$ cat src/verilog/crsb_regs_defines.vh
`ifndef CRSB_REGS_DEFINES_VH
`define CRSB_REGS_DEFINES_VH

// register indices on the wishbone slave (byte address = index * 4)
`define CRSB_IDX_DATA0 5'h00
`define CRSB_IDX_DATA1 5'h01
`define CRSB_IDX_DATA2 5'h02
`define CRSB_IDX_DATA3 5'h03
`define CRSB_IDX_ADDR0 5'h04
`define CRSB_IDX_ADDR1 5'h05
`define CRSB_IDX_FRAME 5'h06
`define CRSB_IDX_IPTR 5'h07
`define CRSB_IDX_VTAB 5'h08
`define CRSB_IDX_USP 5'h09
`define CRSB_IDX_ISP 5'h0A
`define CRSB_IDX_STATIC 5'h0B
`define CRSB_IDX_STATUS 5'h0C
`define CRSB_IDX_LONG0 5'h0D
`define CRSB_IDX_LONG1 5'h0E
`define CRSB_IDX_LONGA 5'h0F
`define CRSB_IDX_ACTSP 5'h10

// status word fields
`define CRSB_SW_CARRY 0
`define CRSB_SW_STEP 1
`define CRSB_SW_ZERO 2
`define CRSB_SW_SIGN 3
`define CRSB_SW_BANK 4
`define CRSB_SW_OVFL 5
`define CRSB_SW_IRQEN 6
`define CRSB_SW_STACK 7
`define CRSB_SW_IPL_LO 12
`define CRSB_SW_IPL_HI 14
`define CRSB_SW_USED_MASK 16'h70FF

// reset values
`define CRSB_RST_16 16'h0000
`define CRSB_RST_20 20'h00000
`define CRSB_RST_SW 16'h0000

// software interrupts below this number switch to the irq stack
`define CRSB_SWI_STACK_LIMIT 6'h20

`endif

$ cat src/verilog/crsb_register_set.v
// Behaviour
// - thirteen registers; data, address and frame base duplicated per bank.
// - data registers 16 bits; data zero and one split into byte halves.
// - data two above zero and three above one form 32-bit pairs.
// - two 16-bit address registers; addr one above zero forms long pair.
// - frame base pointer is 16 bits for frame-relative addressing.
// - instruction pointer is 20 bits, address of next instruction.
// - vector table base is 20 bits, interrupt table start address.
// - two 16-bit stack pointers, chosen by status bit 7.
// - static base pointer is 16 bits for static-relative addressing.
// - carry bit 0 captures carry, borrow or shift-out.
// - step bit 1 raises step interrupt per instruction; cleared on acknowledge.
// - zero bit 2 set on zero result, else cleared.
// - sign bit 3 set on negative result, else cleared.
// - bank bit 4 routes banked accesses to bank 0 or 1.
// - overflow bit 5 set on overflow, else cleared.
// - irq enable bit 6 gates maskable interrupts; cleared on acknowledge.
// - stack bit 7 clear selects irq stack; cleared by hw irq, swi 0-31.
// - priority bits 12-14; accept interrupt only if strictly above level.
// - status bits 8-11 and 15 reserved, no function.
// - after reset all registers read zero.
`timescale 1ns/100ps
`include "crsb_regs_defines.vh"

module crsb_register_set #(
    parameter DW = 16,
    parameter PW = 20
) (
    // clock and reset
    input wire clk,
    input wire rst_n,
    // wishbone slave
    input wire wbCyc,
    input wire wbStb,
    input wire wbWe,
    input wire [6:0] wbAdr,
    input wire [3:0] wbSel,
    input wire [31:0] wbDatIn,
    output reg [31:0] wbDatOut,
    output wire wbAck,
    // core read and write port
    input wire coreWe,
    input wire [4:0] coreIdx,
    input wire [1:0] coreByteEn,
    input wire [31:0] coreWData,
    output reg [31:0] coreRData,
    // instruction pointer
    input wire ipLoad,
    input wire [PW-1:0] ipNext,
    output wire [PW-1:0] instrPointer,
    // alu flags
    input wire aluFlagWe,
    input wire aluCarry,
    input wire aluZero,
    input wire aluSign,
    input wire aluOvfl,
    // interrupt and instruction events
    input wire instrDone,
    input wire irqRequest,
    input wire irqMaskable,
    input wire [2:0] irqPriority,
    input wire irqAck,
    input wire stepAck,
    input wire swiExec,
    input wire [5:0] swiNumber,
    output wire stepIrq,
    output wire irqAccept,
    // status view
    output wire [15:0] statusWord,
    output wire [DW-1:0] activeStackPtr,
    output wire [2:0] cpuPriorityLevel
);

    // banked registers: index = bank*7 + slot
    reg [DW-1:0] bankReg [0:13];
    reg [PW-1:0] ipReg;
    reg [PW-1:0] vtabReg;
    reg [DW-1:0] uspReg;
    reg [DW-1:0] ispReg;
    reg [DW-1:0] sbReg;
    reg [15:0] swReg;
    reg [15:0] swNext;
    reg ackReg;
    integer i;

    wire bankSel = swReg[`CRSB_SW_BANK];
    wire wbReq = wbCyc & wbStb & ~ackReg;
    wire wbWr = wbReq & wbWe;
    wire [4:0] wbIdx = wbAdr[6:2];

    // slot position of a banked register, or 7 when not banked
    function [2:0] bankSlot;
        input [4:0] idx;
        begin
            if (idx <= `CRSB_IDX_FRAME) begin
                bankSlot = idx[2:0];
            end else begin
                bankSlot = 3'h7;
            end
        end
    endfunction

    // read multiplexer shared by bus and core
    function [31:0] readMux;
        input [4:0] idx;
        input bk;
        input [DW*14-1:0] flat;
        input [PW-1:0] ip;
        input [PW-1:0] vt;
        input [DW-1:0] us;
        input [DW-1:0] is;
        input [DW-1:0] sb;
        input [15:0] sw;
        reg [3:0] base;
        begin
            base = bk ? 4'h7 : 4'h0;
            readMux = 32'h00000000;
            case (idx)
                `CRSB_IDX_DATA0, `CRSB_IDX_DATA1, `CRSB_IDX_DATA2, `CRSB_IDX_DATA3,
                `CRSB_IDX_ADDR0, `CRSB_IDX_ADDR1, `CRSB_IDX_FRAME: begin
                    readMux = {16'h0000, flat[(base + {1'b0, idx[2:0]})*DW +: DW]};
                end
                `CRSB_IDX_IPTR: readMux = {12'h000, ip};
                `CRSB_IDX_VTAB: readMux = {12'h000, vt};
                `CRSB_IDX_USP: readMux = {16'h0000, us};
                `CRSB_IDX_ISP: readMux = {16'h0000, is};
                `CRSB_IDX_STATIC: readMux = {16'h0000, sb};
                // reserved status bits read zero
                `CRSB_IDX_STATUS: readMux = {16'h0000, sw & `CRSB_SW_USED_MASK};
                // long pairs: high word in upper half
                `CRSB_IDX_LONG0: readMux = {flat[(base + 4'h2)*DW +: DW],
                    flat[(base + 4'h0)*DW +: DW]};
                `CRSB_IDX_LONG1: readMux = {flat[(base + 4'h3)*DW +: DW],
                    flat[(base + 4'h1)*DW +: DW]};
                `CRSB_IDX_LONGA: readMux = {flat[(base + 4'h5)*DW +: DW],
                    flat[(base + 4'h4)*DW +: DW]};
                `CRSB_IDX_ACTSP: readMux = {16'h0000, sw[`CRSB_SW_STACK] ? us : is};
                default: readMux = 32'h00000000;
            endcase
        end
    endfunction

    wire [DW*14-1:0] bankFlat;
    genvar g;
    generate
        for (g = 0; g < 14; g = g + 1) begin : gFlat
            assign bankFlat[g*DW +: DW] = bankReg[g];
        end
    endgenerate

    // one write source per cycle: bus wins over core
    wire anyWe = wbWr | coreWe;
    wire [4:0] wIdx = wbWr ? wbIdx : coreIdx;
    wire [31:0] wData = wbWr ? wbDatIn : coreWData;
    wire [1:0] wByte = wbWr ? wbSel[1:0] : coreByteEn;
    wire [1:0] wHiByte = wbWr ? wbSel[3:2] : coreByteEn;

    // merge byte lanes into a 16-bit word
    function [15:0] byteMerge;
        input [15:0] old;
        input [15:0] nw;
        input [1:0] en;
        begin
            byteMerge = {en[1] ? nw[15:8] : old[15:8], en[0] ? nw[7:0] : old[7:0]};
        end
    endfunction

    wire [3:0] bankBase = bankSel ? 4'h7 : 4'h0;

    assign stepIrq = swReg[`CRSB_SW_STEP] & instrDone;
    // accept if non-maskable or enabled, and strictly above level
    assign irqAccept = irqRequest & (~irqMaskable | swReg[`CRSB_SW_IRQEN])
        & (irqPriority > swReg[`CRSB_SW_IPL_HI:`CRSB_SW_IPL_LO]);

    always @* begin
        swNext = swReg;
        if (anyWe && wIdx == `CRSB_IDX_STATUS) begin
            swNext = byteMerge(swReg, wData[15:0], wByte) & `CRSB_SW_USED_MASK;
        end
        if (aluFlagWe) begin
            swNext[`CRSB_SW_CARRY] = aluCarry;
            swNext[`CRSB_SW_ZERO] = aluZero;
            swNext[`CRSB_SW_SIGN] = aluSign;
            swNext[`CRSB_SW_OVFL] = aluOvfl;
        end
        if (stepAck) begin
            swNext[`CRSB_SW_STEP] = 1'b0;
        end
        if (irqAck) begin
            swNext[`CRSB_SW_IRQEN] = 1'b0;
            swNext[`CRSB_SW_STACK] = 1'b0;
        end
        if (swiExec && swiNumber < `CRSB_SWI_STACK_LIMIT) begin
            swNext[`CRSB_SW_STACK] = 1'b0;
        end
        swNext = swNext & `CRSB_SW_USED_MASK;
    end

    always @(posedge clk) begin
        if (!rst_n) begin
            for (i = 0; i < 14; i = i + 1) begin
                bankReg[i] <= `CRSB_RST_16;
            end
            ipReg <= `CRSB_RST_20;
            vtabReg <= `CRSB_RST_20;
            uspReg <= `CRSB_RST_16;
            ispReg <= `CRSB_RST_16;
            sbReg <= `CRSB_RST_16;
            swReg <= `CRSB_RST_SW;
        end else begin
            swReg <= swNext;
            if (ipLoad) begin
                ipReg <= ipNext;
            end else if (anyWe && wIdx == `CRSB_IDX_IPTR) begin
                ipReg <= wData[PW-1:0];
            end
            if (anyWe) begin
                // banked write to current bank only
                if (bankSlot(wIdx) != 3'h7) begin
                    bankReg[bankBase + {1'b0, bankSlot(wIdx)}] <=
                        byteMerge(bankReg[bankBase + {1'b0, bankSlot(wIdx)}], wData[15:0], wByte);
                end
                case (wIdx)
                    `CRSB_IDX_VTAB: vtabReg <= wData[PW-1:0];
                    `CRSB_IDX_USP: uspReg <= byteMerge(uspReg, wData[15:0], wByte);
                    `CRSB_IDX_ISP: ispReg <= byteMerge(ispReg, wData[15:0], wByte);
                    `CRSB_IDX_ACTSP: begin
                        if (swReg[`CRSB_SW_STACK]) begin
                            uspReg <= byteMerge(uspReg, wData[15:0], wByte);
                        end else begin
                            ispReg <= byteMerge(ispReg, wData[15:0], wByte);
                        end
                    end
                    `CRSB_IDX_STATIC: sbReg <= byteMerge(sbReg, wData[15:0], wByte);
                    `CRSB_IDX_LONG0: begin
                        bankReg[bankBase] <= byteMerge(bankReg[bankBase], wData[15:0], wByte);
                        bankReg[bankBase + 4'h2] <=
                            byteMerge(bankReg[bankBase + 4'h2], wData[31:16], wHiByte);
                    end
                    `CRSB_IDX_LONG1: begin
                        bankReg[bankBase + 4'h1] <=
                            byteMerge(bankReg[bankBase + 4'h1], wData[15:0], wByte);
                        bankReg[bankBase + 4'h3] <=
                            byteMerge(bankReg[bankBase + 4'h3], wData[31:16], wHiByte);
                    end
                    `CRSB_IDX_LONGA: begin
                        bankReg[bankBase + 4'h4] <=
                            byteMerge(bankReg[bankBase + 4'h4], wData[15:0], wByte);
                        bankReg[bankBase + 4'h5] <=
                            byteMerge(bankReg[bankBase + 4'h5], wData[31:16], wHiByte);
                    end
                    default: begin
                    end
                endcase
            end
        end
    end

    // single-wait ack; reads registered for a clean data output
    always @(posedge clk) begin
        if (!rst_n) begin
            ackReg <= 1'b0;
            wbDatOut <= 32'h00000000;
        end else begin
            ackReg <= wbReq;
            if (wbReq && !wbWe) begin
                wbDatOut <= readMux(wbIdx, bankSel, bankFlat, ipReg, vtabReg, uspReg,
                    ispReg, sbReg, swReg);
            end
        end
    end
    assign wbAck = ackReg;

    // core read is combinational, current bank
    always @* begin
        coreRData = readMux(coreIdx, bankSel, bankFlat, ipReg, vtabReg, uspReg,
            ispReg, sbReg, swReg);
    end

    assign instrPointer = ipReg;
    assign statusWord = swReg;
    assign activeStackPtr = swReg[`CRSB_SW_STACK] ? uspReg : ispReg;
    assign cpuPriorityLevel = swReg[`CRSB_SW_IPL_HI:`CRSB_SW_IPL_LO];

endmodule // crsb_register_set

$ cat config.mk
export PLATFORM = sky130hd
export DESIGN_NAME = crsb_register_set
export DESIGN_NICKNAME = d
export VERILOG_FILES = /design/src/verilog/crsb_register_set.v
export VERILOG_INCLUDE_DIRS = /design/src /design/src/verilog
export SDC_FILE = /design/constraint.sdc
export NUM_CORES = 1
export LEC_CHECK = 0
export CAP_MARGIN = 20
export CELL_PAD_IN_SITES_DETAIL_PLACEMENT = 0
export CELL_PAD_IN_SITES_GLOBAL_PLACEMENT = 1
export CORE_MARGIN = 4
export CORE_UTILIZATION = 51
export DETAILED_ROUTE_END_ITERATION = 8
export DONT_BUFFER_PORTS = 1
export PLACE_DENSITY_LB_ADDON = 0.12
export SYNTH_ARGS = -nofsm -noshare
export SYNTH_HDL_FRONTEND = slang
export SYNTH_SLANG_ARGS = --single-unit
$ cat constraint.sdc
create_clock -name clk -period 5 [get_ports clk]
set_input_delay 0 -clock clk [delete_from_list [all_inputs] [get_ports clk]]
set_output_delay 0 -clock clk [all_outputs]
set_load 0.01 [all_outputs]
After elaboration in Yosys (flattened, before gate mapping)
Memories as Yosys holds them, arrays and structs flattened.
Cells that the tools add are included.
W data, S select, Z words.
{"block": "totals", "output_inout_bits": 122, "n_memories": 1, "elab_cells": 237, "regBits": 132, "ramBits": 224}
{"memory": "bankReg", "words": 14, "width": 16, "read_ports": 14, "rd_clocked_by_memory_dff": 0, "write_ports": 14, "line": "crsb_register_set.v:75", "text": "reg [DW-1:0] bankReg [0:13];"}
{"block": "classes", "eq_ne": 59, "magnitude_cmp": 3, "n_mux": 82, "n_addsub": 13, "n_bitwise": 11, "reduce_logical": 46, "shift": 8}
{"op": "$pmux W32 S11", "count": 2}
{"op": "$shiftx A224 B10 Y16", "count": 3}
{"op": "$shiftx A224 B9 Y16", "count": 3}
{"op": "$shiftx A224 B33 Y16", "count": 1}
{"op": "$shiftx A224 B8 Y16", "count": 1}
{"op": "$mux W16", "count": 10}
{"op": "$mux W8", "count": 19}
{"op": "$eq A5 B4 Y1 const B", "count": 24}
{"op": "$reduce_or A16 Y1", "count": 7}
{"op": "$pmux W16 S2", "count": 2}
{"op": "$eq A5 B3 Y1 const B", "count": 9}
{"op": "$mux W20", "count": 2}
{"op": "$reduce_and A2 Y1", "count": 18}
{"op": "$mux W32", "count": 1}
{"op": "$mux W4", "count": 7}
{"op": "$mux W3", "count": 7}
{"op": "$eq A5 B2 Y1 const B", "count": 4}
{"op": "$mux W2", "count": 10}
{"op": "$mux W1", "count": 19}
{"op": "$eq A5 B5 Y1 const B", "count": 3}
{"op": "$mux W15", "count": 1}
{"op": "$ne A1 B1 Y1 const B", "count": 14}
{"op": "$reduce_or A7 Y1", "count": 2}
{"op": "$reduce_and A3 Y1", "count": 4}
{"op": "other kinds (26)", "count": 49}

Longest topological paths before layout
Gate-level depths: netlist (run 1).
{"block": "logic_depth", "depth_word": 19, "depth_mapped": 16, "ltp_nobuf": 12}

Worst setup path before layout (run 1)
Ideal clock, no wire load.
{"block": "synth_path", "path_type": "register to register", "start": "reg ackReg (netlist: wbAck)", "end": "mem bankReg[6][0] (enable)", "n_path_buf": 5, "arrival_ns": 4.086, "path_slack_ns": 0.530, "path_stages_with_launch": 16, "cell_sequence": "dfxtp_1 -> and4b_4 -> buf_6 -> buf_2 -> clkbuf_1 -> nand2_1 -> o31ai_1 -> nand2_1 -> ha_1 -> inv_1 -> fa_1 -> or4_1 -> or3_1 -> clkbuf_1 -> clkbuf_1 -> o21ai_0"}
{"element": "from (decl)", "line": "crsb_register_set.v:83", "text": "reg ackReg;"}
{"element": "from (signal assigned)", "line": "crsb_register_set.v:265", "text": "ackReg <= wbReq;"}
{"element": "to (decl)", "line": "crsb_register_set.v:75"}

Worst setup path in the final report (run 1)
{"block": "layout_path", "start": "reg swReg[4] (netlist: statusWord[4])", "end": "out coreRData[8]"}
{"block": "layout_between", "elab_chain_cells": 4}
{"element": "from (decl)", "line": "crsb_register_set.v:81", "text": "reg [15:0] swReg;"}
{"element": "from (signal assigned)", "line": "crsb_register_set.v:209", "text": "swReg <= `CRSB_RST_SW;"}
{"element": "from (signal assigned)", "line": "crsb_register_set.v:211", "text": "swReg <= swNext;"}
{"element": "$mux W3 *", "line": "crsb_register_set.v:116", "text": "base = bk ? 4'h7 : 4'h0;"}
{"element": "$add A4 B3 Y5 (tied with other cells)", "line": "crsb_register_set.v:136", "text": "flat[(base + 4'h4)*DW +: DW]};"}
{"element": "$shiftx A224 B10 Y16 (tied with other cells)", "line": "crsb_register_set.v:136"}
{"element": "$pmux W32 S11 *", "line": "crsb_register_set.v:118", "text": "case (idx)"}
{"element": "to (decl)", "line": "crsb_register_set.v:46", "text": "output reg [31:0] coreRData,"}
Mark *: on every way between the ends. The rest lies on a longest branch, timed or not.

==> results by group, run 1 <==
CTS
  • Postcts setup bufs: 0
  • Skew-Pair Late Insertion Delay: 0.60 ns
  • Max clock buf depth: 3
  • TritonCTS Sinks: 356
  • CTS clk-pin slew, worst paths: 0.06 ns
  • Clock buffer count from CTS: 41
  • Htree depth: 2
  • CTS tree: yes
  • CTS Root Cell: clkbuf_16

Synth
  • Post-synth top area share: 0.289
  • Mapped Area: 0.0233 mm²
  • Synthesized flop and latch total: 356
  • YS warnings: 0
  • Synth area leaders: edfxtp_1 (29%), dfxtp_1 (11%), mux4_2 (10%), mux2i_1 (6.9%), o22ai_1 (3.9%)
  • Synth unique cells: 82
  • Syn avg cell area: 9.95 µm²
  • FFs w/ async S/R, synth: 0
  • Post-synth EDFFs: 224
  • Post-synthesis cell count: 2343
  • Synth area leader: edfxtp_1
  • Ys flop type: edfxtp_1
  • Register area share after synthesis: 0.402

Critical path
  • Crit path max fanout: 41
  • Flop-to-flop setup slack: 0.59 ns
  • Data arrival, critical path: 4.52 ns
  • Worst path depth: 8
  • Worst-path cell chain: inv_1 -> fa_2 -> buf_12 -> mux4_2 -> nand2_1 -> a21oi_1 -> o21ai_0 -> nand4_1
  • FF-to-FF path depth: 9
  • Cell family with most CP delay: adder cells
  • Critical Path Start Type: flop
  • R2R Path Start: wbAck
  • CP Class: flop to primary output
  • Required @ worst endpoint: 5.00 ns
  • Reg2reg end: bankReg[2][14]
  • CP Capture Type: primary output
  • Slowest cell on crit path: fa_2
  • Buf/Inv on CP: 2
  • Max incr delay on CP: 0.94 ns

STA
  • Final hold vios: 0
  • Post-layout min period: 4.52 ns
  • Unrepaired setup endpoints after global routing: false
  • Relative slew margins: 0.238
  • TNS Setup: 0 ns
  • Final worst slack: 0.477 ns
  • Hold Slack: 0.00154 ns
  • Clock skew: 0.0184 ns
  • Slew Viols, Final: 0
  • Setup Viol. Count Final: 0
  • Crit share post-route: 0.905
  • Fmax: 221 MHz
  • Slew at the pin closest to its max-slew limit: 1.14 ns

Floorplanning
  • Core area: 0.0453 mm²
  • Full die area: 0.0492 mm²
  • Die Ht: 222 µm
  • Initial core utilization: 0.515
  • Rows: 78
  • Die Wd: 222 µm
  • Top Ports: 251

Final layout
  • Filler cells: 3903
  • Share of cells above drive strength 1: 0.151
  • Most frequent cells in the layout: edfxtp_1 (224), nand2_1 (223), nor2_1 (193)
  • # diodes: 0
  • Final nets: 2505
  • Multi-input gate area: 0.0131 mm²
  • Seq. cell area: 0.00937 mm²
  • Syn-to-layout area delta: 13.7%
  • Final instance area: 0.0265 mm²
  • Most common cell after layout, fill and taps aside: edfxtp_1

Detailed routing
  • Iteration count of the initial detailed-routing pass: 6
  • WL final: 105000 µm
  • Via density: 7.53
  • Antenna Violating Nets Remaining: 0
  • Residual DRC: 0
  • Iteration-0 DRC Markers: 4491
  • Via count: 22500
  • Avg WL per Cell: 35.2 µm

Placed design
  • Port buffer count: 0
  • Area after DPL: 0.0240 mm²
  • Detail Placement HPWL: 76000 µm
  • RD Place Congestion: 1.03
  • Place WS: 0.612 ns

Global route
  • First-pass GRT wire length: 149000 µm
  • GRT overflow: 0
  • Vias in the first global route: 20500
  • All-Layer GR Usage: 0.409
  • Largest net degree at the start of global routing: 114
  • Initial antenna violation count: 0

Power and ir drop
  • Total leakage power: 0.00868 µW
  • PD cells: 278 mW/mm²
  • Overall Power: 7380 µW
  • VDD IR-drop max: 0.000259 V

Hold path
  • Worst hold path class: primary input to flop
  • Hold EP: bankReg[13][4]
  • Hold path depth: 4
  • Min-Delay Startpoint: coreWData[4]

Flow run
  • Max Cap Viol: 0

Outcome
  • Status: finished clean
[cell families after synthesis]
| logic type | share of synthesized area |
|---|---|
| mux | 0.186 |
| compound gates | 0.214 |
| fa+ha+maj | 0.00955 |
| buf+inv | 0.0452 |
| simple gates | 0.142 |
| xor+xnor | 0.00113 |
| flops | 0.402 |
| other cells | 0.000161 |
[worst register-to-register path: stages (launching register included)]
cell and delay [ns]:
dfxtp_1 0.37, and4b_4 0.60, mux2i_1 0.29, nand2_1 0.12, ha_1 0.23, inv_1 0.08, fa_1 0.46, or4_1 0.65
or3_1 0.54, o211ai_1 0.70
[state kept, by name, indices dropped and copies added, names as in the netlist]
signal	cells
vtabReg	20
sbReg	16
uspReg	16
bankReg	224
wbAck	1
instrPointer	20
wbDatOut	32
ispReg	16
statusWord	11
[synthesized netlist by cell type (51+ instances only)]
library cell,number
o22ai_1,145
a22oi_1,51
edfxtp_1,224
nand2_1,223
a211oi_1,71
a21oi_1,127
o21ai_0,86
clkbuf_1,160
nand3_1,73
mux4_2,104
mux2i_1,161
dfxtp_1,132
nor2_1,194
[through the flow]
| stage | utilization | std cells |
|---|---|---|
| 2_1_floorplan | - | 2347 |
| 3_5_place_dp | 0.531 | 2801 |
| 6_report | 0.585 | 2990 |
| 3_3_place_gp | 0.530 | 2796 |
| 4_1_cts | 0.583 | 2980 |
| 5_1_grt | 0.585 | 2990 |
[power by group]
part,internal (µW),total (µW),switching [µW]
clock network,1710,2990,1280
registers,3200,3340,137
logic,390,1050,660
[final cells by class]
| type | count | share of cell area |
|---|---|---|
| multi-input combinational | 1734 | 0.496 |
| clock inverter | 20 | 0.00656 |
| inverter | 23 | 0.00335 |
| clock buffer | 53 | 0.0427 |
| sequential | 356 | 0.354 |
| tap | 600 | 0.0283 |
| timing repair buffer | 204 | 0.0699 |
[timing repair]
| item | CTS | global route |
|---|---|---|
| hold buffers | 106 | 6 |
| hold endpoints to repair | 321 | 24 |
| gates resized for setup | 0 | 0 |
[routing by layer]
layer  routed length, µm  track usage  up-vias
met5                   0            0        -
met3               17500        0.152      256
met4                4390        0.134        0
met1               40000        0.583    11000
met2               43200        0.581     2006
li1                    -            -     9246
[worst max-delay path by stage]
stage,startpoint,to,slack (ns)
global route,wbAck,bankReg[6][12],0.40
global placement,wbAck,bankReg[2][9],0.66
floorplan,wbAck,bankReg[6][0],0.53
finish,statusWord[4],coreRData[8],0.48
CTS,wbAck,bankReg[2][14],0.60
detailed placement,wbAck,bankReg[2][10],0.61
(Power assumes the default switching activity.)
==> inputs of run 2 (changes only) <==
==> constraint.sdc (replaced) <==
create_clock -name clk -period 5 [get_ports clk]
set_input_delay 0 -clock clk [delete_from_list [all_inputs] [get_ports clk]]
set_output_delay 0 -clock clk [all_outputs]
set_load 0.05 [all_outputs]
==> run 2 against run 1 <==
Register-to-register slack worse by 0.21 ns. Critical endpoint is now bankReg[6][11]. Final cell count up 1.7%. First-iteration DRC count down 10%. Combinational power up 7%. Fmax down 2.1%. Worst hold slack better by 0.0057 ns. Wire length up 0.49%. Non-clock buffer count up 50. Setup slack worse by 0.097 ns. Sequential cell count unchanged. Critical path depth up 2. Largest cell class unchanged.
==> results by group, run 2 (synthesis gave the netlist of run 1 again) <==
Floorplanning
  • Initial core utilization: 0.515 (unchanged)
  • Die Ht: 222 µm (unchanged)
  • Core area: 0.0453 mm² (unchanged)
  • Top Ports: 251 (unchanged)
  • Rows: 78 (unchanged)
  • Full die area: 0.0492 mm² (unchanged)
  • Die Wd: 222 µm (unchanged)

Global route
  • First-pass GRT wire length: 150000 µm (+0.52%)
  • Largest net degree at the start of global routing: 68 (-40%)
  • GRT overflow: 0 (unchanged)
  • Initial antenna violation count: 2 (+2)
  • Vias in the first global route: 20600 (+0.45%)
  • All-Layer GR Usage: 0.410 (+0.000520)

Final layout
  • # diodes: 0 (unchanged)
  • Largest register by flop count: bankReg
  • Most frequent cells in the layout: edfxtp_1 (224), nand2_1 (223), nor2_1 (193)
  • Final instance area: 0.0269 mm² (+1.5%)
  • Most common cell after layout, fill and taps aside: edfxtp_1
  • Top flop regs: bankReg: 224 flops, wbDatOut: 32 flops
  • Share of cells above drive strength 1: 0.159 (+0.00797)
  • Final nets: 2555 (+2.0%)
  • Syn-to-layout area delta: 15.4%
  • Max FFs per register: 224 (unchanged)

Power and ir drop
  • Seq pwr share: 0.457 (+0.004)
  • VDD IR-drop max: 0.000241 V (-6.7%)
  • Net Switching: 2150 µW (+3.4%)
  • Cell-internal power: 5250 µW (-0.99%)
  • Net Sw Frac: 0.290 (+0.00892)
  • Part of the power in combinational logic: 0.152 (+0.010)
  • Clock share of power: 0.392 (-0.013)
  • Total leakage power: 0.00891 µW (+2.6%)
  • PD cells: 275 mW/mm² (-1.2%)

Detailed routing
  • Iteration-0 DRC Markers: 4022 (-10%)
  • Antenna Violating Nets Remaining: 0 (unchanged)
  • WL final: 106000 µm (+0.49%)
  • Residual DRC: 0 (unchanged)
  • Avg WL per Cell: 34.8 µm (-1.2%)
  • Via density: 7.42 (-1.4%)
  • Iteration count of the initial detailed-routing pass: 8 (+2)
  • Via count: 22600 (+0.21%)

STA
  • TNS Setup: 0 ns (unchanged)
  • Fmax: 216 MHz (-2.1%)
  • Clock skew: 0.0140 ns (-0.00437 ns)
  • Slew Viols, Final: 0 (unchanged)
  • Setup Viol. Count Final: 0 (unchanged)
  • Crit share post-route: 0.924 (+0.0193)
  • Slew at the pin closest to its max-slew limit: 1.25 ns (+0.113 ns)
  • Post-layout min period: 4.62 ns (+0.0967 ns)
  • Relative slew margins: 0.160 (-0.0785)
  • Final hold vios: 0 (unchanged)
  • Unrepaired setup endpoints after global routing: false

Flow run
  • Max Cap Viol: 0 (unchanged)

CTS
  • Max clock buf depth: 3 (unchanged)
  • Htree depth: 2 (unchanged)
  • Post-cts resize count: 0 (unchanged)
  • CTS tree: yes
  • CTS Root Cell: clkbuf_16
  • Clock buffer count from CTS: 41 (unchanged)
  • Postcts setup bufs: 0 (unchanged)
  • CTS clk-pin slew, worst paths: 0.06 ns (about the same)
  • Skew-Pair Late Insertion Delay: 0.58 ns (-0.02 ns)
  • TritonCTS Sinks: 356 (unchanged)

Critical path
  • R2R Path Start: wbAck
  • CP Class: flop to flop
  • FF-to-FF path depth: 10 (+1)
  • Critical Path Source: wbAck
  • CP Capture Type: flop
  • Critical Path Start Type: flop
  • Worst setup endpoint: bankReg[6][11]
  • Required @ worst endpoint: 5.23 ns (+0.23 ns)
  • Flop-to-flop setup slack: 0.38 ns (-0.21 ns)
  • Crit path max fanout: 19 (-54%)
  • Data arrival, critical path: 4.85 ns (+0.33 ns)
  • Reg2reg end: bankReg[6][11]

Hold path
  • Worst hold path class: primary input to flop

Placed design
  • Area after DPL: 0.0242 mm² (+0.69%)
  • RD Place Congestion: 1.03 (-0.18%)
  • Detail Placement HPWL: 77500 µm (+2.0%)
  • Port buffer count: 0 (unchanged)

Outcome
  • Status: finished clean
run 2: how the worst min path moves through the flow:
stage / from / to / slack [ns] / cells after the start
floorplan: stepAck / statusWord[1] / 0.09 / 1
global placement: stepAck / statusWord[1] / 0.09 / 1
global route: coreWData[23] / bankReg[9][7] / 0.008 / 3
finish: coreWData[23] / bankReg[10][7] / 0.007 / 3
detailed placement: stepAck / statusWord[1] / 0.09 / 1
CTS: coreWData[29] / bankReg[11][13] / 0.001 / 2
run 2: cell type report:
cell class	count	area [µm²]
fill	3868	18400
multi-input combinational	1734	13100
sequential	356	9370
timing repair buffer	254	2290
clock buffer	55	1120
tap	600	751
clock inverter	18	138
inverter	23	88.8
run 2: timing repair:
action,in CTS,in global routing
setup endpoints to repair,0,0
hold buffers,121,14
endpoints found under the hold margin,303,33
run 2: power by group through the flow:
stage | sequential, µW | clock (µW) | combinational (µW)
after floorplan | 3350 | 0 | 687
after global placement | 3420 | 0 | 964
after detailed placement | 3430 | 0 | 977
after CTS | 3360 | 2900 | 1070
after global routing | 3380 | 3030 | 1160
final | 3380 | 2900 | 1120
run 2: critical path, stage by stage (launching register included):
cell and delay [ns]:
dfxtp_1 0.71, and4b_4 0.39, o31ai_1 0.32, nand2_1 0.15
ha_1 0.22, inv_1 0.08, fa_1 0.47, or4_1 0.64
or3_1 0.55, or2_2 0.44, nand2_1 0.30
run 2: metrics by stage:
stage | hold WS [ns] | setup slack (ns) | utilization | total power [µW] | cells
6_report | 0.00722 | 0.380 | 0.594 | 7400 | 3040
5_1_grt | 0.00769 | 0.203 | 0.594 | 7570 | 3040
4_1_cts | 0.000992 | 0.435 | 0.589 | 7330 | 3018
3_5_place_dp | 0.0948 | 0.488 | 0.534 | 4400 | 2824
3_3_place_gp | 0.0920 | 0.498 | 0.534 | 4390 | 2823
2_1_floorplan | 0.0897 | 0.208 | - | 4040 | 2347
run 2: metal layers:
layer | up-vias | part of all wire | global-route usage
li1 | 9356 | - | -
met1 | 10900 | 0.38 | 0.581
met2 | 2031 | 0.42 | 0.580
met3 | 231 | 0.17 | 0.157
met4 | 2 | 0.040 | 0.137
met5 | - | 0.00012 | 0
